**src/csp_map.vh**
```
`ifndef CSP_MAP_VH
`define CSP_MAP_VH
// Register byte offsets on the AXI4-Lite port.
`define CSP_ADDR_MODE 8'h00
`define CSP_ADDR_CLKSEL 8'h04
`define CSP_ADDR_RXBUF 8'h08
`define CSP_ADDR_RXMIRROR 8'h0C
`define CSP_ADDR_TXBUF 8'h10
`define CSP_ADDR_TXINIT 8'h14
`define CSP_ADDR_SHIFT 8'h18
// Bit positions in serial_mode_control.
`define CSP_MODE_ENABLE 7
`define CSP_MODE_DIRECTION 6
`define CSP_MODE_LENGTH 5
`define CSP_MODE_ORDER 4
`define CSP_MODE_DELAY 3
`define CSP_MODE_CONT 2
`define CSP_MODE_ACTIVE 0
`define CSP_MODE_RESET 8'h00
`define CSP_MODE_WMASK 8'hFC
`define CSP_CLKSEL_RESET 3'h0
`define CSP_SRC_TIMER 3'h6
`define CSP_SRC_SLAVE 3'h7
`define CSP_BUF_RESET 16'h0000
// Word lengths in bits.
`define CSP_BITS8 5'h08
`define CSP_BITS16 5'h10
// Clock rate and the fastest permitted serial rate.
`define CSP_SYS_HZ 50000000
`define CSP_MAX_BPS 5000000
`define CSP_MIN_HALF ((`CSP_SYS_HZ + 2 * `CSP_MAX_BPS - 1) / (2 * `CSP_MAX_BPS))
`define CSP_RESP_OKAY 2'h0
`define CSP_RESP_SLVERR 2'h2
`endif

```
**src/csp_clkgen.v**
```verilog
`timescale 1ns/1ps
`default_nettype none
`include "csp_map.vh"

module csp_clkgen
(
	// Clock and reset.
	input wire i_clock,
	input wire i_reset,
	// Control.
	input wire i_run,
	input wire [2:0] i_source,
	input wire i_timer_tick,
	// One pulse per serial half period.
	output reg o_half_tick
);

	localparam [31:0] MIN_HALF_W = `CSP_MIN_HALF;
	localparam [6:0] MIN_HALF = MIN_HALF_W[6:0];

	reg [6:0] cnt_r;
	wire [6:0] pow_w;
	wire [6:0] limit_w;

	assign pow_w = 7'h01 << i_source;
	// Short divisions are stretched so the line never beats 5 Mbps.
	assign limit_w = (pow_w < MIN_HALF) ? MIN_HALF : pow_w;

	always @(posedge i_clock)
	begin
		if (i_reset || !i_run)
		begin
			cnt_r <= 7'h00;
			o_half_tick <= 1'b0;
		end
		else if (i_source == `CSP_SRC_SLAVE)
		begin
			o_half_tick <= 1'b0;
		end
		else if (i_source == `CSP_SRC_TIMER)
		begin
			o_half_tick <= i_timer_tick;
		end
		else if (cnt_r == limit_w - 7'h01)
		begin
			cnt_r <= 7'h00;
			o_half_tick <= 1'b1;
		end
		else
		begin
			cnt_r <= cnt_r + 7'h01;
			o_half_tick <= 1'b0;
		end
	end

endmodule
`default_nettype wire

```
**src/csp_top.v**
```verilog
// How it works
// - Serial rate from the divided system clock never exceeds five megabits per second.
// - Length bit picks 8 or 16 bit words.
// - Order bit picks MSB or LSB first.
// - Seven internal clock sources, one external slave clock.
// - Data out, data in, two-way serial clock.
// - One interrupt: transfer completed.
// - Direction bit: receive-only or transmit and receive.
// - Transmit buffer write starts transfer in transmit mode.
// - One 16-bit shift register serves both directions.
// - Only buffer accesses start transfers.
// - Mirror receive buffer returns the receive buffer content.
// - Initial buffer holds first word in continuous mode.
// - Counter counts edges, detects 8 or 16 bits.
// - Clock pin driven only with an internal clock.
// - Clearing enable resets channel circuit asynchronously.
// - Delay bit holds interrupt half serial clock with an internal clock.
// - Continuous bit picks single or continuous transfers.
// - Mode register resets to zero, status read-only.
// - Status bit reads one while transferring.
// - Receive buffer read starts reception in receive-only.
// - Mirror buffer read never starts a transfer.
`timescale 1ns/1ps
`default_nettype none
`include "csp_map.vh"

module csp_top
(
	// Clock and reset.
	input wire i_clock,
	input wire i_reset,
	// AXI4-Lite write address and data.
	input wire i_s_axi_awvalid,
	output reg o_s_axi_awready,
	input wire [7:0] i_s_axi_awaddr,
	input wire i_s_axi_wvalid,
	output reg o_s_axi_wready,
	input wire [31:0] i_s_axi_wdata,
	input wire [3:0] i_s_axi_wstrb,
	// AXI4-Lite write response.
	output reg o_s_axi_bvalid,
	input wire i_s_axi_bready,
	output reg [1:0] o_s_axi_bresp,
	// AXI4-Lite read.
	input wire i_s_axi_arvalid,
	output reg o_s_axi_arready,
	input wire [7:0] i_s_axi_araddr,
	output reg o_s_axi_rvalid,
	input wire i_s_axi_rready,
	output reg [31:0] o_s_axi_rdata,
	output reg [1:0] o_s_axi_rresp,
	// Serial link.
	input wire i_serial_in_pin,
	input wire i_serial_clock_pin,
	output reg o_serial_clock_pin,
	output reg o_serial_clock_oe,
	output reg o_serial_out_pin,
	// Timer-made serial clock, one pulse per half period.
	input wire i_timer_tick,
	// Completion event.
	output reg o_transfer_done_irq
);

	localparam [1:0] ST_IDLE = 2'h0;
	localparam [1:0] ST_RUN = 2'h1;
	localparam [1:0] ST_DELAY = 2'h2;

	////////////////////////////////////////////////////////////////////////
	// Bit helpers.

	function f_outbit;
		input [15:0] sh;
		input len16;
		input lsb;
		begin
			if (lsb)
				f_outbit = sh[0];
			else if (len16)
				f_outbit = sh[15];
			else
				f_outbit = sh[7];
		end
	endfunction

	function [15:0] f_shin;
		input [15:0] sh;
		input din;
		input len16;
		input lsb;
		begin
			if (!lsb && len16)
				f_shin = {sh[14:0], din};
			else if (!lsb)
				// Byte mode keeps the upper half clear in both orders.
				f_shin = {8'h00, sh[6:0], din};
			else if (len16)
				f_shin = {din, sh[15:1]};
			else
				f_shin = {8'h00, din, sh[7:1]};
		end
	endfunction

	function [15:0] f_lanes;
		input [15:0] old;
		input [31:0] data;
		input [3:0] strb;
		begin
			f_lanes = old;
			if (strb[0])
				f_lanes[7:0] = data[7:0];
			if (strb[1])
				f_lanes[15:8] = data[15:8];
		end
	endfunction

	////////////////////////////////////////////////////////////////////////
	// Software-visible state.

	reg [7:0] mode_r;
	reg [2:0] src_r;
	reg [15:0] txbuf_r;
	reg [15:0] initbuf_r;
	reg [7:0] awaddr_r;
	reg [31:0] wdata_r;
	reg [3:0] wstrb_r;
	reg start_r;
	reg core_clr_r;
	reg [31:0] rd_data;
	reg rd_err;

	// Core state, cleared with the channel.
	reg [1:0] state_r;
	reg [4:0] cnt_r;
	reg [15:0] shift_r;
	reg [15:0] rxbuf_r;
	reg active_r;
	reg pend_r;

	// Pin synchronisers.
	reg sck_s1_r;
	reg sck_s2_r;
	reg sck_s3_r;
	reg sin_s1_r;
	reg sin_s2_r;

	wire master_w;
	wire len16_w;
	wire lsb_w;
	wire txmode_w;
	wire cont_w;
	wire [4:0] len_w;
	wire half_tick_w;
	wire fall_w;
	wire rise_w;
	wire [15:0] shin_w;
	wire [15:0] load_w;

	assign master_w = (src_r != `CSP_SRC_SLAVE);
	assign len16_w = mode_r[`CSP_MODE_LENGTH];
	assign lsb_w = mode_r[`CSP_MODE_ORDER];
	assign txmode_w = mode_r[`CSP_MODE_DIRECTION];
	assign cont_w = mode_r[`CSP_MODE_CONT];
	assign len_w = len16_w ? `CSP_BITS16 : `CSP_BITS8;

	////////////////////////////////////////////////////////////////////////
	// Register read decode.

	always @*
	begin
		rd_data = 32'h0000_0000;
		rd_err = 1'b0;
		case (i_s_axi_araddr)
			`CSP_ADDR_MODE:
				rd_data[7:0] = {mode_r[7:1], active_r};
			`CSP_ADDR_CLKSEL:
				rd_data[2:0] = src_r;
			`CSP_ADDR_RXBUF:
				rd_data[15:0] = rxbuf_r;
			`CSP_ADDR_RXMIRROR:
				rd_data[15:0] = rxbuf_r;
			`CSP_ADDR_TXBUF:
				rd_data[15:0] = txbuf_r;
			`CSP_ADDR_TXINIT:
				rd_data[15:0] = initbuf_r;
			`CSP_ADDR_SHIFT:
				rd_data[15:0] = shift_r;
			default:
				rd_err = 1'b1;
		endcase
	end

	////////////////////////////////////////////////////////////////////////
	// AXI4-Lite slave and register writes.

	always @(posedge i_clock)
	begin
		if (i_reset)
		begin
			o_s_axi_awready <= 1'b1;
			o_s_axi_wready <= 1'b1;
			o_s_axi_bvalid <= 1'b0;
			o_s_axi_bresp <= `CSP_RESP_OKAY;
			o_s_axi_arready <= 1'b1;
			o_s_axi_rvalid <= 1'b0;
			o_s_axi_rdata <= 32'h0000_0000;
			o_s_axi_rresp <= `CSP_RESP_OKAY;
			awaddr_r <= 8'h00;
			wdata_r <= 32'h0000_0000;
			wstrb_r <= 4'h0;
			mode_r <= `CSP_MODE_RESET;
			src_r <= `CSP_CLKSEL_RESET;
			txbuf_r <= `CSP_BUF_RESET;
			initbuf_r <= `CSP_BUF_RESET;
			start_r <= 1'b0;
			core_clr_r <= 1'b1;
			o_serial_clock_oe <= 1'b0;
		end
		else
		begin
			start_r <= 1'b0;
			core_clr_r <= ~mode_r[`CSP_MODE_ENABLE];
			o_serial_clock_oe <= mode_r[`CSP_MODE_ENABLE] & master_w;
			if (i_s_axi_awvalid && o_s_axi_awready)
			begin
				awaddr_r <= i_s_axi_awaddr;
				o_s_axi_awready <= 1'b0;
			end
			if (i_s_axi_wvalid && o_s_axi_wready)
			begin
				wdata_r <= i_s_axi_wdata;
				wstrb_r <= i_s_axi_wstrb;
				o_s_axi_wready <= 1'b0;
			end
			if (!o_s_axi_awready && !o_s_axi_wready && !o_s_axi_bvalid)
			begin
				o_s_axi_bvalid <= 1'b1;
				o_s_axi_bresp <= `CSP_RESP_OKAY;
				case (awaddr_r)
					`CSP_ADDR_MODE:
						if (wstrb_r[0])
							mode_r <= wdata_r[7:0] & `CSP_MODE_WMASK;
					`CSP_ADDR_CLKSEL:
						// The source may only change with the channel off.
						if (wstrb_r[0] && !mode_r[`CSP_MODE_ENABLE])
							src_r <= wdata_r[2:0];
					`CSP_ADDR_TXBUF:
					begin
						txbuf_r <= f_lanes(txbuf_r, wdata_r, wstrb_r);
						start_r <= txmode_w;
					end
					`CSP_ADDR_TXINIT:
						initbuf_r <= f_lanes(initbuf_r, wdata_r, wstrb_r);
					`CSP_ADDR_RXBUF,
					`CSP_ADDR_RXMIRROR,
					`CSP_ADDR_SHIFT:
						o_s_axi_bresp <= `CSP_RESP_OKAY;
					default:
						o_s_axi_bresp <= `CSP_RESP_SLVERR;
				endcase
			end
			if (o_s_axi_bvalid && i_s_axi_bready)
			begin
				o_s_axi_bvalid <= 1'b0;
				o_s_axi_awready <= 1'b1;
				o_s_axi_wready <= 1'b1;
			end
			if (i_s_axi_arvalid && o_s_axi_arready)
			begin
				o_s_axi_arready <= 1'b0;
				o_s_axi_rvalid <= 1'b1;
				o_s_axi_rdata <= rd_data;
				o_s_axi_rresp <= rd_err ? `CSP_RESP_SLVERR : `CSP_RESP_OKAY;
				// Only the main receive buffer triggers; the mirror does not.
				if (i_s_axi_araddr == `CSP_ADDR_RXBUF && !txmode_w)
					start_r <= 1'b1;
			end
			if (o_s_axi_rvalid && i_s_axi_rready)
			begin
				o_s_axi_rvalid <= 1'b0;
				o_s_axi_arready <= 1'b1;
			end
		end
	end

	////////////////////////////////////////////////////////////////////////
	// Serial clock selection and edge finding.

	always @(posedge i_clock)
	begin
		if (i_reset)
		begin
			sck_s1_r <= 1'b1;
			sck_s2_r <= 1'b1;
			sck_s3_r <= 1'b1;
			sin_s1_r <= 1'b0;
			sin_s2_r <= 1'b0;
		end
		else
		begin
			sck_s1_r <= i_serial_clock_pin;
			sck_s2_r <= sck_s1_r;
			sck_s3_r <= sck_s2_r;
			sin_s1_r <= i_serial_in_pin;
			sin_s2_r <= sin_s1_r;
		end
	end

	csp_clkgen u_clkgen
	(
		.i_clock(i_clock),
		.i_reset(i_reset),
		.i_run(master_w && state_r != ST_IDLE),
		.i_source(src_r),
		.i_timer_tick(i_timer_tick),
		.o_half_tick(half_tick_w)
	);

	// Idle-high clock: data changes on the falling edge, is sampled on
	// the rising one.
	assign fall_w = master_w ? (half_tick_w & o_serial_clock_pin)
		: (sck_s3_r & ~sck_s2_r);
	assign rise_w = master_w ? (half_tick_w & ~o_serial_clock_pin)
		: (~sck_s3_r & sck_s2_r);
	assign shin_w = f_shin(shift_r, sin_s2_r, len16_w, lsb_w);
	assign load_w = cont_w ? initbuf_r : txbuf_r;

	////////////////////////////////////////////////////////////////////////
	// Transfer engine. A cleared enable bit clears it without the clock.

	always @(posedge i_clock or posedge core_clr_r)
	begin
		if (core_clr_r)
		begin
			state_r <= ST_IDLE;
			cnt_r <= 5'h00;
			shift_r <= `CSP_BUF_RESET;
			rxbuf_r <= `CSP_BUF_RESET;
			active_r <= 1'b0;
			pend_r <= 1'b0;
			o_serial_clock_pin <= 1'b1;
			o_serial_out_pin <= 1'b0;
			o_transfer_done_irq <= 1'b0;
		end
		else
		begin
			o_transfer_done_irq <= 1'b0;
			case (state_r)
				ST_IDLE:
					if (start_r)
					begin
						state_r <= ST_RUN;
						active_r <= 1'b1;
						cnt_r <= 5'h00;
						// In continuous transmit the buffer already holds word two.
						pend_r <= cont_w & txmode_w;
						if (txmode_w)
							shift_r <= load_w;
						o_serial_out_pin <= txmode_w &
							f_outbit(load_w, len16_w, lsb_w);
					end
				ST_RUN:
				begin
					if (fall_w)
					begin
						// As slave the clock output is not driven and idles high.
						if (master_w)
							o_serial_clock_pin <= 1'b0;
						o_serial_out_pin <= txmode_w &
							f_outbit(shift_r, len16_w, lsb_w);
					end
					if (rise_w)
					begin
						if (master_w)
							o_serial_clock_pin <= 1'b1;
						shift_r <= shin_w;
						cnt_r <= cnt_r + 5'h01;
						if (cnt_r + 5'h01 == len_w)
						begin
							rxbuf_r <= shin_w;
							cnt_r <= 5'h00;
							if (cont_w && pend_r)
							begin
								// Next word follows without a gap.
								pend_r <= 1'b0;
								o_transfer_done_irq <= 1'b1;
								if (txmode_w)
									shift_r <= txbuf_r;
							end
							else
							begin
								active_r <= 1'b0;
								if (mode_r[`CSP_MODE_DELAY] && master_w)
									state_r <= ST_DELAY;
								else
								begin
									state_r <= ST_IDLE;
									o_transfer_done_irq <= 1'b1;
								end
							end
						end
					end
					// A trigger in the same cycle as the word end counts only when a word was already pending.
					if (start_r && cont_w)
						pend_r <= 1'b1;
				end
				ST_DELAY:
					if (half_tick_w)
					begin
						state_r <= ST_IDLE;
						o_transfer_done_irq <= 1'b1;
					end
				default:
					state_r <= ST_IDLE;
			endcase
		end
	end

endmodule
`default_nettype wire

```
**config.mk**
```make
export PLATFORM = sky130hd
export DESIGN_NAME = csp_top
export DESIGN_NICKNAME = d
export VERILOG_FILES = /design/src/csp_clkgen.v /design/src/csp_top.v
export VERILOG_INCLUDE_DIRS = /design/src /design/src/src
export SDC_FILE = /design/constraint.sdc
export NUM_CORES = 1
export LEC_CHECK = 0
export BUFFER_PORTS_ARGS = -buffer_cell sky130_fd_sc_hd__buf_4
export CAP_MARGIN = 10
export CORE_AREA = 4 4 122 124
export CTS_CLUSTER_SIZE = 25
export DETAILED_ROUTE_END_ITERATION = 7
export DIE_AREA = 0 0 126 128
export PLACE_DENSITY = 0.78
export SYNTH_ARGS = -nofsm -noshare
export SYNTH_HDL_FRONTEND = slang
export SYNTH_HIERARCHICAL = 1
export SYNTH_SLANG_ARGS = --single-unit
```
**constraint.sdc**
```tcl
create_clock -name i_clock -period 1.7 [get_ports i_clock]
set_input_delay 0.17 -clock i_clock [delete_from_list [all_inputs] [get_ports i_clock]]
set_output_delay 0.17 -clock i_clock [all_outputs]
set_load 0.02 [all_outputs]
```
# After elaboration in Yosys (flattened, before gate mapping)
# Index checks and enable logic that the tools add are counted.
dict set report totals {
  register_bits 152
  input_bits 62
  out_inout_bits 45
  word_cells 201
}
dict set report op_classes {
  add_sub_neg 3
  magnitude_cmp 1
  eq_ne 29
  shifts 1
  n_mux 70
  n_bitwise 14
  n_reduce_logical 47
}
# cell count
set ops {}
lappend ops {{2-to-1 mux 16 bit} 10}
lappend ops {{== test 8 x 5 -> 1 bit, second input constant} 6}
lappend ops {{2-to-1 mux 1 bit} 36}
lappend ops {{== test 8 x 4 -> 1 bit, second input constant} 4}
lappend ops {{one-hot mux 16 bit (2 select lines)} 1}
lappend ops {{one-hot mux 8 bit (4 select lines)} 1}
lappend ops {{AND reduction 3 bit} 9}
lappend ops {{one-hot mux 5 bit (5 select lines)} 1}
lappend ops {{2-to-1 mux 5 bit} 4}
lappend ops {{one-hot mux 3 bit (6 select lines)} 1}
lappend ops {{== test 8 x 3 -> 1 bit, second input constant} 2}
lappend ops {{zero test 8 bit} 2}
lappend ops {{2-to-1 mux 2 bit} 8}
lappend ops {{AND reduction 5 bit} 3}
lappend ops {{logical AND 1 bit} 14}
lappend ops {{2-to-1 mux 7 bit} 2}
lappend ops {{OR reduction 7 bit} 2}
lappend ops {{inequality test 2 bit, second input constant} 6}
lappend ops {{inequality test 3 bit, second input constant} 4}
lappend ops {{one-hot mux 5 bit (2 select lines)} 1}
lappend ops {{AND 1 bit} 8}
lappend ops {{one-hot mux 1 bit (2 select lines)} 4}
lappend ops {{OR reduction 2 bit} 4}
lappend ops {{adder 7 x 1 -> 7 bit, second input constant} 1}
lappend ops {{other kinds (18)} 31}

# Longest topological paths before layout
dict set report depth {
  depth_word 8
  mapped_depth 10
  ltp_nobuf 8
}

# Cells and area by module
# The synthesis kept the hierarchy.
# mod instances cells_per_inst area_per_inst_um2 seq_area_each_um2
set by_module_without_submodules {}
lappend by_module_without_submodules {csp_top 1 774 7170.6 3064.2}
lappend by_module_without_submodules {csp_clkgen 1 88 729.4 160.2}

# Worst setup path before layout
# No wires, ideal clock.
dict set report synth_path {
  kind {flip-flop to flip-flop}
  startpoint {reg, netlist name cnt_r[0]}
  endpoint {reg rxbuf_r[0]}
  setup_time_ns 0.125
  arrival_ns 2.179
  t_required_ns 1.575
  path_slack_ns -0.604
  path_stages_with_launch 10
  n_path_buf 3
  period_less_slack_ns 2.304
  cell_sequence {dfrtp_1 ha_1 buf_6 and3_1 o211a_1 o31a_1 and3_1 buf_6 buf_6 mux2_4}
}
# element line
set synth_lines {}
lappend synth_lines {{end signal: assignment} csp_top.v:337} ;# rxbuf_r <= `CSP_BUF_RESET;
lappend synth_lines {{end signal: assignment} csp_top.v:379} ;# rxbuf_r <= shin_w;
lappend synth_lines {{end: declaration} csp_top.v:135} ;# reg [15:0] rxbuf_r;

==> results.json <==
{
  "run_status": "finished with violations",
  "violations": "setup timing",
  "design_area_sq_mm": 0.0109,
  "whs_ns": 0.0317,
  "synth-edff-count": 0,
  "initial_core_util_pct": 57.4,
  "slew_viol_final": 0,
  "crit_path_start_kind": "flop",
  "min_path_cells": 3,
  "finalPower_mw": 10.7,
  "row_count": 43,
  "port_buffers": 70,
  "grt_max_degree": 45,
  "finalCritPeriodShare_pct": 127,
  "finClkSkew_ns": 0.00926,
  "drc": 0,
  "detail_route.first_pass.iterations": 6,
  "clk_latency_ns": 0.44,
  "worst_slew_pin_slew_ns": 0.620,
  "arrival_ns": 2.48,
  "ant_nets": 0,
  "wirelength_um": 26800,
  "fp.dieW_um": 126,
  "ioPinCount": 107,
  "syn_to_final_growth_pct": 37.4,
  "postSynthCellCount": 862,
  "power_density_mw_per_mm2": 987,
  "synth_area_sq_mm": 0.00790,
  "die_y_um": 128,
  "synth_top_flop_cell": "dfxtp_1",
  "worst_ep_required_time_ns": 2.02,
  "finalHoldViolCount": 0,
  "final_cell_mix": "buf_4 (160), dfxtp_1 (99), nor2_1 (86)",
  "hold_class": "input pin to flop",
  "grt_pass1_wl_um": 38100,
  "cts_tree": "built",
  "cts_max_level": 4,
  "crit_fanout": 8,
  "maxCapViolCount": 0,
  "clock_sinks": 150,
  "cts_buffers": 17,
  "postSynthAreaPerCell_sq_um": 9.16,
  "slowest_delay_ns": 0.41,
  "ys_types": 77,
  "synthDominantCellAreaShare_pct": 26.9,
  "r2r_cells": 7,
  "grt.total_usage_pct": 29.1,
  "clk_pin_slew_worst_paths_ns": 0.06,
  "endpoint_kind": "flop",
  "vias": 7882,
  "ir_drop_mv": 0.778,
  "viasPerCell": 6.40,
  "layout_commonest_cell": "buf_4",
  "antennaDiodeCount": 0,
  "drtIter0Drc": 819,
  "cp_cell_sequence": "ha_4 -> xnor2_2 -> o221ai_2 -> o31a_1 -> and3_4 -> clkbuf_16 -> mux2_4",
  "dpl_cell_area_sq_mm": 0.00912,
  "rsz0062_at_grt": "yes",
  "ys_async_sr_fraction_pct": 29.3,
  "fin_nets": 1107,
  "final.min_clock_period_ns": 2.16,
  "core_sq_mm": 0.0138,
  "holdPathEnd": "wdata_r[12]",
  "post-dp-hpwl_um": 15400,
  "cpMaxStageDelayCell": "dfrtp_1",
  "critical_path_class": "flop to flop",
  "ys_seq_area_share_pct": 40.8,
  "timing.rr.start": "cnt_r[1]",
  "max_freq_ghz": 0.462,
  "ys_seq_elements": 150,
  "rrSetupSlack_ns": -0.46,
  "setup_viol": 89,
  "wl_per_cell_um": 21.7,
  "synth-warning-count": 6,
  "ys_top_cells_by_area": "dfxtp_1 (27%), dfrtp_1 (14%), mux2i_1 (9.1%), nand2_1 (4.1%), nor2_1 (4.1%)",
  "fin_ws_ns": -0.463,
  "die-area_sq_mm": 0.0161,
  "max-slew-margin-rel_pct": 58.7,
  "clockBufferDepth": 2,
  "crit_path_start": "cnt_r[1]",
  "yosys.area.top_type": "dfxtp_1",
  "cts-root-buf": "clkbuf_16",
  "p_leak_nw": 4.42,
  "setup-tns-final_ns": -26.19,
  "gr-total-overflow": 0,
  "hp-start": "i_s_axi_wdata[12]",
  "layout-drive-gt1-share_pct": 34.5,
  "grt_antenna_before_repair": 0,
  "gp_congestion": 0.890,
  "rr_endpoint": "rxbuf_r[0]",
  "grt_pass1_vias": 7467
}
-- where the power goes --
part           internal [mW]  total (mW)  switching [mW]
Sequential              3.79        4.14           0.351
Combinational           1.39        2.92            1.52
Clock                   1.98        3.65            1.67
Total                   7.16        10.7            3.55
-- per-layer routing --
metal | track usage [%] | vias up | share of wire, %
li1 | - | 3428 | -
met1 | 35.6 | 3768 | 37
met2 | 50.1 | 541 | 48
met3 | 6.13 | 145 | 8.9
met4 | 12.2 | 0 | 5.7
met5 | 0 | - | 0
-- critical path: cells and delay by family, from the launching register on --
kind	cells	cell delay, ns
compound gates	2	0.50
flops	1	0.41
mux	1	0.31
simple gates	1	0.29
fa+ha+maj	1	0.19
buf+inv	1	0.19
xor+xnor	1	0.14
-- through the flow --
stage	cells	worst slack [ns]	utilization, %
floorplan	879	-0.478	-
global placement	1148	-0.363	66.2
detailed placement	1148	-0.396	66.2
CTS	1219	-0.285	75.3
global route	1231	-0.540	78.8
finish	1231	-0.463	78.8
-- worst max path at each step --
stage	endpoint	slack, ns
floorplan	rxbuf_r[0]	-0.48
global placement	rxbuf_r[15]	-0.36
detailed placement	rxbuf_r[11]	-0.40
CTS	rxbuf_r[2]	-0.28
global route	rxbuf_r[0]	-0.54
finish	rxbuf_r[0]	-0.46
-- synthesized netlist by cell type (10+ instances only) --
cell        n
dfxtp_1   106
buf_2      16
buf_4      22
a221oi_1   16
mux2i_1    72
nand2_1    87
inv_1      14
and3_1     12
nor2_1     87
nor3_1     10
dfrtp_1    43
a32oi_1    17
o21ai_0    20
nor2b_1    21
mux2_2     17
nand3_1    33
clkbuf_1   30
a21oi_1    59
-- cell type report --
type | instances | area (sq um)
multi-input cells | 633 | 4760
flip-flops and latches | 150 | 3240
fillers | 765 | 2920
repair buffers | 222 | 2020
clock buffers | 18 | 450
well taps | 180 | 225
clock inverters | 14 | 111
inverters | 14 | 52.6
-- what timing repair did --
| action | in CTS | in global routing |
|---|---|---|
| hold endpoints to repair | 30 | 0 |
| resized for setup | 75 | 69 |
| setup endpoints to repair | 91 | 92 |
| hold buffers | 31 | 0 |
| cloned | 1 | 6 |
| pin swaps | 31 | 39 |
| setup buffers | 7 | 7 |
-- registers in the layout (all words and copies together), names as in the netlist, 6 cells and up, named ones only --
signal / flops
txbuf_r: 16
mode_r: 6
shift_r: 16
awaddr_r: 8
u_clkgen/cnt_r: 7
rxbuf_r: 16
wdata_r: 16
initbuf_r: 16
o_s_axi_rdata: 16
-- kinds of logic (layout without fill, tap and decap cells) --
| logic type | after synthesis | count (layout) | share of synthesized area [%] |
|---|---|---|---|
| flip-flops | 150 | 150 | 40.8 |
| XOR/XNOR | 11 | 11 | 1.22 |
| other | 2 | 19 | 0.0951 |
| adder cells (fa/ha/maj) | 7 | 7 | 1.11 |
| buffers and inverters | 96 | 268 | 6.62 |
| AND/OR/NAND/NOR | 307 | 307 | 19.5 |
| multiplexers | 102 | 102 | 14.3 |
| AO/OA/AOI/OAI | 187 | 187 | 16.4 |
Note: power is estimated with default switching activity, not from simulation.
